<file path="src/bss_pkg.sv">
/*
 * Constants and types shared by the backup supply switchover control block.
 * Assumes a 20 MHz reference clock and a 32-bit classic Wishbone register bus.
 */
`default_nettype none

package bss_pkg;

	// ------------------------------------------------------------
	// Timing
	// ------------------------------------------------------------
	localparam int CLK_PERIOD_NS  = 50;
	localparam int DEB_MIN_NS     = 122000;
	localparam int DEB_MAX_NS     = 183000;
	localparam int DIR_REACT_NS   = 2000000;
	localparam int LVL_REACT_NS   = 15625000;
	// Least debounce rounds up, longest reaction times round down
	localparam int DEB_CYC        = (DEB_MIN_NS + CLK_PERIOD_NS - 1) / CLK_PERIOD_NS;
	localparam int DIR_REACT_CYC  = DIR_REACT_NS / CLK_PERIOD_NS;
	localparam int LVL_REACT_CYC  = LVL_REACT_NS / CLK_PERIOD_NS;
	localparam int DEB_W          = 12;
	localparam int REACT_W        = 19;
	localparam logic [1:0] SETTLE_CYC = 2'h3;

	// ------------------------------------------------------------
	// Register map (byte addresses)
	// ------------------------------------------------------------
	localparam logic [3:0] CTRL_OFS   = 4'h0;
	localparam logic [3:0] STATUS_OFS = 4'h4;

	// Control fields
	localparam int CTRL_MODE_LSB  = 0;
	localparam int CTRL_IRQ_EN    = 2;
	localparam int CTRL_FAST_EDGE = 3;
	localparam int CTRL_CHG_EN    = 4;
	localparam int CTRL_RES_LSB   = 5;
	localparam int CTRL_CLK_AUTO  = 7;
	localparam int CTRL_TS_SEL    = 8;

	// Status fields
	localparam int STAT_FLAG      = 0;
	localparam int STAT_ON_BACKUP = 1;
	localparam int STAT_STANDBY   = 2;
	localparam int STAT_PENDING   = 3;
	localparam int STAT_EFF_LSB   = 4;
	localparam int STAT_EVENT     = 6;

	// Reset values
	localparam logic [1:0] MODE_RST  = 2'h0;
	localparam logic       FAST_RST  = 1'h1;
	localparam logic [1:0] RES_RST   = 2'h0;

	// ------------------------------------------------------------
	// Types
	// ------------------------------------------------------------
	typedef enum logic [1:0] {
		MODE_OFF,
		MODE_DIRECT,
		MODE_STANDBY,
		MODE_LEVEL
	} bss_mode_t;

	typedef enum logic [1:0] {
		ST_INIT,
		ST_MAIN,
		ST_BACKUP,
		ST_STANDBY
	} bss_state_t;

endpackage : bss_pkg

`default_nettype wire

</file>
<file path="src/bss_switchover.sv">
/*
 * Backup supply switchover controller: mode decode, supply selection,
 * return debounce, backup flag, I2C and clock-out gating, charger control.
 * Assumes comparator outputs and the event pin are asynchronous levels,
 * and that interrupt, clock source and other inputs are on ref_clk.
 * The power switch itself, the charger resistor network and the serial
 * interface sit outside; this block only tells them what to do.
 * Register offsets and field positions come from the package.
 */
// The implementer's own choices: register access over Wishbone and the address map.
`default_nettype none

module bss_switchover
	import bss_pkg::*;
#(
	parameter int DIR_DELAY = DIR_REACT_CYC,
	parameter int LVL_DELAY = LVL_REACT_CYC
) (
	// Clock and reset
	input  wire logic        ref_clk,
	input  wire logic        srst,
	// Wishbone slave
	input  wire logic        wb_cyc_i,
	input  wire logic        wb_stb_i,
	input  wire logic        wb_we_i,
	input  wire logic [3:0]  wb_adr_i,
	input  wire logic [3:0]  wb_sel_i,
	input  wire logic [31:0] wb_dat_i,
	output logic      [31:0] wb_dat_o,
	output logic             wb_ack_o,
	// Supply comparators, asynchronous
	input  wire logic        mainBelowBackup,
	input  wire logic        mainBelowThreshold,
	input  wire logic        backupAboveThreshold,
	// Event input pin, asynchronous
	input  wire logic        eventPin,
	// Same-domain sources
	input  wire logic        otherIrq,
	input  wire logic        clkSource,
	// Outputs
	output logic             irqOut,
	output logic             eventLevel,
	output logic             clkOutPin,
	output logic             i2cHighZ,
	output logic             i2cHoldReset,
	output logic             onBackup,
	output logic             standby,
	output logic             tsTrigger,
	output logic             clkAutoStart,
	output logic             chargerOn,
	output logic      [1:0]  chargerRes,
	output logic             fastEdgeEnable
);

	// ------------------------------------------------------------
	// State
	// ------------------------------------------------------------
	typedef struct packed {
		// Supply state and control register copy
		bss_state_t         st;
		logic [1:0]         mode;
		logic               irqEn;
		logic               fastEdge;
		logic               chgEn;
		logic [1:0]         chgRes;
		logic               clkAuto;
		logic               tsSel;
		// Mode reaction, debounce and settle timers
		logic [1:0]         effMode;
		logic [REACT_W-1:0] reactCnt;
		logic [DEB_W-1:0]   debCnt;
		logic [1:0]         initCnt;
		// Backup switch flag
		logic               flag;
		// Synchronizers and filtered levels
		logic [2:0]         syA;
		logic [2:0]         syB;
		logic [2:0]         syC;
		logic [2:0]         syE;
		logic               mLow;
		logic               tLow;
		logic               bHigh;
		logic               evt;
		// Bus answer
		logic               ack;
		logic [31:0]        rdat;
		// Output registers
		logic               irq;
		logic               clkPin;
		logic               onBk;
		logic               stby;
		logic               ts;
		logic               clkStart;
		logic               chgOn;
	} bss_regs_t;

	bss_regs_t q;
	bss_regs_t d;

	logic                   switchCond;
	logic                   slowStart;
	logic [REACT_W-1:0]     reactLim;
	logic                   wrTake;
	logic                   rdTake;
	logic [31:0]            ctrlView;
	logic [31:0]            statView;

	// ------------------------------------------------------------
	// Supply selection
	// ------------------------------------------------------------
	// Only the effective mode counts, so a freshly written mode cannot
	// move the supply before its reaction time has passed
	always_comb begin
		case (bss_mode_t'(q.effMode))
			MODE_DIRECT: switchCond = q.mLow;
			MODE_LEVEL:  switchCond = q.mLow & q.tLow & q.bHigh;
			default:     switchCond = 1'b0;
		endcase
	end

	// ------------------------------------------------------------
	// Reaction delay
	// ------------------------------------------------------------
	// Leaving off or standby for a switching mode takes time to settle;
	// the limit follows the mode being entered, not the one being left
	always_comb begin
		slowStart = q.mode[0] & ~q.effMode[0];
		if (q.mode[1]) begin
			reactLim = REACT_W'(LVL_DELAY - 1);
		end else begin
			reactLim = REACT_W'(DIR_DELAY - 1);
		end
	end

	// ------------------------------------------------------------
	// Bus decode
	// ------------------------------------------------------------
	// A read is taken on the first cycle of a request; a write lands on
	// the cycle that carries ack, while the master still holds its data
	always_comb begin
		wrTake = wb_cyc_i & wb_stb_i & wb_we_i & q.ack;
		rdTake = wb_cyc_i & wb_stb_i & ~q.ack;
	end

	// ------------------------------------------------------------
	// Register views
	// ------------------------------------------------------------
	// Unused bits read as zero
	always_comb begin
		ctrlView  = '0;
		ctrlView[CTRL_MODE_LSB +: 2] = q.mode;
		ctrlView[CTRL_IRQ_EN]        = q.irqEn;
		ctrlView[CTRL_FAST_EDGE]     = q.fastEdge;
		ctrlView[CTRL_CHG_EN]        = q.chgEn;
		ctrlView[CTRL_RES_LSB +: 2]  = q.chgRes;
		ctrlView[CTRL_CLK_AUTO]      = q.clkAuto;
		ctrlView[CTRL_TS_SEL]        = q.tsSel;
		statView  = '0;
		statView[STAT_FLAG]          = q.flag;
		statView[STAT_ON_BACKUP]     = q.onBk;
		statView[STAT_STANDBY]       = q.stby;
		statView[STAT_PENDING]       = (q.mode != q.effMode);
		statView[STAT_EFF_LSB +: 2]  = q.effMode;
		statView[STAT_EVENT]         = q.evt;
	end

	// ------------------------------------------------------------
	// Next state
	// ------------------------------------------------------------
	always_comb begin
		d = q;
		d.ts       = 1'b0;
		d.clkStart = 1'b0;

		// Three-stage synchronizers; a level counts once stages two and three agree
		// The first stage may go metastable, so nothing else reads it
		d.syA = {q.syA[1:0], mainBelowBackup};
		d.syB = {q.syB[1:0], mainBelowThreshold};
		d.syC = {q.syC[1:0], backupAboveThreshold};
		d.syE = {q.syE[1:0], eventPin};
		if (q.syA[1] == q.syA[2]) begin
			d.mLow = q.syA[2];
		end
		if (q.syB[1] == q.syB[2]) begin
			d.tLow = q.syB[2];
		end
		if (q.syC[1] == q.syC[2]) begin
			d.bHigh = q.syC[2];
		end
		if (q.syE[1] == q.syE[2]) begin
			d.evt = q.syE[2];
		end

		// Wishbone: ack one cycle after the request, write at the ack edge
		// Unmapped reads return zero; unmapped writes are dropped
		d.ack = rdTake;
		if (rdTake) begin
			case (wb_adr_i)
				CTRL_OFS:   d.rdat = ctrlView;
				STATUS_OFS: d.rdat = statView;
				default:    d.rdat = '0;
			endcase
		end
		// Lane zero carries bits 7:0, lane one the time stamp select
		if (wrTake && wb_adr_i == CTRL_OFS) begin
			if (wb_sel_i[0]) begin
				d.mode     = wb_dat_i[CTRL_MODE_LSB +: 2];
				d.irqEn    = wb_dat_i[CTRL_IRQ_EN];
				d.fastEdge = wb_dat_i[CTRL_FAST_EDGE];
				d.chgEn    = wb_dat_i[CTRL_CHG_EN];
				d.chgRes   = wb_dat_i[CTRL_RES_LSB +: 2];
				d.clkAuto  = wb_dat_i[CTRL_CLK_AUTO];
			end
			if (wb_sel_i[1]) begin
				d.tsSel = wb_dat_i[CTRL_TS_SEL];
			end
		end

		// Clear by writing one, only while running from main
		if (wrTake && wb_adr_i == STATUS_OFS && wb_sel_i[0]
		    && wb_dat_i[STAT_FLAG] && q.st == ST_MAIN) begin
			d.flag = 1'b0;
		end

		// Effective mode follows the register, delayed when waking up
		if (q.mode == q.effMode) begin
			d.reactCnt = '0;
		end else if (slowStart) begin
			if (q.reactCnt >= reactLim) begin
				d.effMode  = q.mode;
				d.reactCnt = '0;
			end else begin
				d.reactCnt = q.reactCnt + 1'b1;
			end
		end else begin
			// Dropping to off or standby, or moving between direct and level, needs no wait
			d.effMode  = q.mode;
			d.reactCnt = '0;
		end

		// Supply state machine
		case (q.st)
			ST_INIT: begin
				// Let the synchronizers fill before judging the supplies
				d.initCnt = q.initCnt + 1'b1;
				if (q.initCnt == SETTLE_CYC) begin
					// Judge the filtered level as it stands after this edge
					d.st = d.mLow ? ST_STANDBY : ST_MAIN;
				end
			end
			ST_MAIN: begin
				// Watch for standby entry or a switchover
				d.debCnt = '0;
				if (q.effMode == MODE_STANDBY && q.mLow) begin
					d.st = ST_STANDBY;
				end else if (switchCond) begin
					d.st   = ST_BACKUP;
					d.flag = 1'b1;
					d.ts   = q.tsSel;
				end
			end
			ST_BACKUP: begin
				// Any return of the condition restarts the debounce
				if (switchCond) begin
					d.debCnt = '0;
				end else if (q.debCnt == DEB_W'(DEB_CYC - 1)) begin
					d.st       = ST_MAIN;
					d.debCnt   = '0;
					d.clkStart = q.clkAuto;
				end else begin
					d.debCnt = q.debCnt + 1'b1;
				end
			end
			ST_STANDBY: begin
				// Leave only when main is back and a switching mode is set
				if (q.mLow || !q.effMode[0]) begin
					d.debCnt = '0;
				end else if (q.debCnt == DEB_W'(DEB_CYC - 1)) begin
					d.st     = ST_MAIN;
					d.debCnt = '0;
				end else begin
					d.debCnt = q.debCnt + 1'b1;
				end
			end
			default: begin
				// Unused encodings fall back to settling
				d.st = ST_INIT;
			end
		endcase

		// Flag is held low with switchover disabled
		// Placed last so that disabling wins over a set in the same cycle
		if (q.mode == MODE_OFF) begin
			d.flag = 1'b0;
		end

		// Registered outputs
		// Supply outputs are taken from the next state so they line up with it; irq is taken from the current flag and lags it by one cycle
		d.onBk  = (d.st == ST_BACKUP);
		d.stby  = (d.st == ST_STANDBY);
		d.irq   = (q.flag & q.irqEn) | otherIrq;
		d.clkPin = clkSource & ~d.onBk;
		// Charger runs only from main supply
		d.chgOn = q.chgEn & (d.st == ST_MAIN);
	end

	// ------------------------------------------------------------
	// Registers
	// ------------------------------------------------------------
	always_ff @(posedge ref_clk) begin
		if (srst) begin
			// Synchronizers restart empty; the settle count covers the refill
			q          <= '0;
			q.st       <= ST_INIT;
			q.mode     <= MODE_RST;
			q.effMode  <= MODE_RST;
			q.fastEdge <= FAST_RST;
			q.chgRes   <= RES_RST;
		end else begin
			q <= d;
		end
	end

	// ------------------------------------------------------------
	// Outputs
	// ------------------------------------------------------------
	// Every output is a plain copy of a register, so pins never glitch
	// Bus
	assign wb_dat_o       = q.rdat;
	assign wb_ack_o       = q.ack;

	// Interrupt and event path stay live on backup
	assign irqOut         = q.irq;
	assign eventLevel     = q.evt;

	// Gating while on backup
	assign clkOutPin      = q.clkPin;
	assign i2cHighZ       = q.onBk;
	assign i2cHoldReset   = q.onBk;

	// Supply status and pulses
	assign onBackup       = q.onBk;
	assign standby        = q.stby;
	assign tsTrigger      = q.ts;
	assign clkAutoStart   = q.clkStart;

	// Charger and configuration
	assign chargerOn      = q.chgOn;
	assign chargerRes     = q.chgRes;
	assign fastEdgeEnable = q.fastEdge;

endmodule : bss_switchover

`default_nettype wire

</file>
<file path="config.mk">
export PLATFORM = sky130hd
export DESIGN_NAME = bss_switchover
export DESIGN_NICKNAME = d
export VERILOG_FILES = /design/src/bss_pkg.sv /design/src/bss_switchover.sv
export SDC_FILE = /design/constraint.sdc
export NUM_CORES = 1
export LEC_CHECK = 0
export ABC_AREA = 1
export BUFFER_PORTS_ARGS = -buffer_cell sky130_fd_sc_hd__buf_2
export CORE_ASPECT_RATIO = 1.5
export CORE_MARGIN = 5
export CORE_UTILIZATION = 57
export DETAILED_ROUTE_END_ITERATION = 6
export GPL_TIMING_DRIVEN = 1
export MAX_ROUTING_LAYER = met4
export PLACE_DENSITY = 0.82
export SYNTH_ARGS = -nofsm -noshare
export SYNTH_HDL_FRONTEND = slang
export SYNTH_SLANG_ARGS = --single-unit
</file>
<file path="constraint.sdc">
create_clock -name ref_clk -period 4 [get_ports ref_clk]
set_input_delay 0.8 -clock ref_clk [delete_from_list [all_inputs] [get_ports ref_clk]]
set_output_delay 0.8 -clock ref_clk [all_outputs]
set_load 0.03 [all_outputs]
</file>
==> reports/results.txt <==
Final nets - 636
Cts bufs inserted - 9
Status - complete, no violations
Post-CTS Resized - 0
Clock sink count - 80
CP Class - reg -> reg
N_diodes - 0
Core Area - 6810 µm²
Worst Skew - 6.75 ps
Worst Path Required - 4280 ps
CTS root buffer - clkbuf_8
Register area - 1600 µm²
Clock Latency Late Sink - 350 ps
Grt ovf - 0
Layout cells sized above 1 - 0.137
Worst slew pin tran - 1030 ps
Initial drt markers - 216
Post-CTS Repair Setup Buffers - 0
All-Layer GR Usage - 0.198
Setup-failing EPs final - 0
CP startpoint kind - register
Worst Hold End - d[46]
Site row count - 37
CP cell instances - inv_1 > ha_1 > inv_1 > nor2_1 > nor3b_2 > nand4_2 > nor2_2 > nand2_4 > nor2_1
Reg2Reg Launch Point - ctrlView[1]
Fmax - 460 MHz
Crit path capture type - register
Initial antenna violation count - 0
Vias - 3284
Hold-fix buffers, CTS - 0
Worst reg-to-reg setup slack - 1830 ps
Setup_tns - 0 ps
Cells after synthesis - 537
Worst R2R Path Depth - 9
Yosys cell types - 38
Worst vdd ir - 0.000307 V
Die height - 112 µm
Slowest stage cell, crit path - dfxtp_1
Cell area after synthesis - 3920 µm²
Worst EP arrival - 2460 ps
Fill cell count - 615
Tcrit/Tclk final - 0.544
Multi-input gate area - 1810 µm²
RSZ-0062 raised after global routing - false
First-pass GRT wire length - 13800 µm
Routed WL - 8170 µm
Final Critical Period - 2170 ps
Seq cells post-synth - 80
Commonest non-fill, non-tap cell in the layout - nand2_1
Pin count of the biggest net entering global routing - 33
Most frequent cells in the layout - nand2_1, dfxtp_1, nor2_1
Crit-path max cell delay - 560 ps
Average via count per standard cell - 5.01
Reg2Reg Capture Point - q[86]
Sequential share of the synthesized area - 0.409
Die ar. - 8670 µm²
Hold Path Class - reg -> reg
Hold Violations, Final - 0
# IOs - 97
Relative slew slack - 0.308
Clk slew on worst S/H paths - 80 ps
GP Congestion - 0.862
Port bufs - 48
Max cap viols - 0
PwrDens - 365 nW/µm²
Pre-antenna DRT Iters - 4
Routed len/inst - 12.5 µm
TritonCTS clock tree - done
LEAKAGE - 1.84 nW
Vias in the first global route - 3224
Synthesis-to-layout area growth - 7.92%
Starting density of the core - 0.576
Syn avg cell area - 7.30 µm²
Residual DRC - 0
Max-slew violations - 0
Ys Warns - 0
Final ANT Viol Nets - 0
H-tree depth - 3
Clock tree buffer depth - 2
HP Start - d[45]
Max FO, Critical Path - 19
Final core utilization - 0.621
Chip Width - 77.7 µm
DPL Wire Length - 6190 µm
Worst Hold Depth - 2
## synth_stat cells
master,n,area share
nor4_1,1,0.0016
nor2_1,73,0.070
o21a_1,3,0.0057
nor2_2,5,0.0080
dfxtp_1,80,0.41
or2_1,1,0.0016
o2bb2ai_1,1,0.0022
buf_6,2,0.0057
a31oi_1,1,0.0016
nor3_4,1,0.0042
nand2_4,1,0.0029
or2_2,1,0.0016
inv_1,68,0.065
nor3b_1,1,0.0019
buf_4,36,0.069
o22ai_1,1,0.0016
nor3_1,7,0.0089
conb_1,1,0.00096
a211oi_1,1,0.0019
ha_1,11,0.035
clkinv_1,1,0.00096
nand4_2,2,0.0064
nor3b_2,1,0.0032
nand4_1,7,0.011
clkbuf_1,7,0.0067
nor2_4,1,0.0029
nand2_2,1,0.0016
a21boi_0,1,0.0019
xor2_1,11,0.025
nand3b_1,2,0.0038
nand3_1,27,0.034
o21ai_0,27,0.034
nand2_1,109,0.10
o211ai_1,1,0.0019
xnor2_1,8,0.018
nor3_2,1,0.0026
inv_2,3,0.0029
a21oi_1,31,0.040
## worst max path at each step
stage / from / endpoint / slack, ps / cells after the start
finish: ctrlView[1] / q[86] / 1830 / 9
global route: ctrlView[1] / q[81] / 1670 / 9
CTS: ctrlView[1] / q[86] / 1830 / 9
detailed placement: srst / q[84] / 1710 / 4
global placement: srst / q[84] / 1760 / 4
floorplan: wb_adr_i[1] / ctrlView[1] / 2080 / 8
## worst max-delay path: cells and delay by family, from the launching register on
kind                       cells  cell delay, ps
adders and majority gates      1             340
DFF                            1             560
buffers and inverters          2             290
and+or+nand+nor                6             920
## through the flow
stage	instances	worst slack [ps]	instance area (µm²)	hold WS, ps	total power, mW
floorplan	559	2080	4000	388	0.930
global placement	641	1760	4030	391	0.938
detailed placement	641	1710	4030	399	0.940
CTS	656	1830	4230	409	1.55
global route	656	1670	4230	422	1.60
finish	656	1830	4230	404	1.54
## area by class of cell
| type | count | share of cell area |
|---|---|---|
| multi-input cells | 362 | 0.428 |
| clock inverters | 4 | 0.0166 |
| clock buffers | 11 | 0.0311 |
| well taps | 78 | 0.0231 |
| flip-flops and latches | 80 | 0.379 |
| repair buffers | 49 | 0.0586 |
| inverters | 72 | 0.0639 |
## sequential cells by signal, indices dropped and copies added (netlist names), 2 cells and up
signal      flops
chargerRes      2
ctrlView        6
wb_dat_o        9
q              45
d               8
## report_power, final
group | total (mW) | internal (mW) | switching, mW
Clock | 0.621 | 0.346 | 0.275
Combinational | 0.105 | 0.0269 | 0.0785
Sequential | 0.817 | 0.809 | 0.00764
## cells by family (layout without fill, tap and decap cells)
family / Yosys count / after routing / synth area share
simple gates: 242 / 242 / 0.271
buf+inv: 117 / 136 / 0.150
flops: 80 / 80 / 0.409
compound gates: 67 / 67 / 0.0910
xor+xnor: 19 / 19 / 0.0425
fa+ha+maj: 11 / 11 / 0.0351
other cells: 1 / 23 / 0.000957
## routing by layer
| layer | vias up | routed length [µm] | GRT usage |
|---|---|---|---|
| met4 | 0 | 168 | 0.0745 |
| met1 | 1501 | 3200 | 0.207 |
| met3 | 19 | 280 | 0.0437 |
| met5 | - | 0 | - |
| met2 | 58 | 4520 | 0.355 |
| li1 | 1706 | - | - |
(Power assumes the default switching activity.)
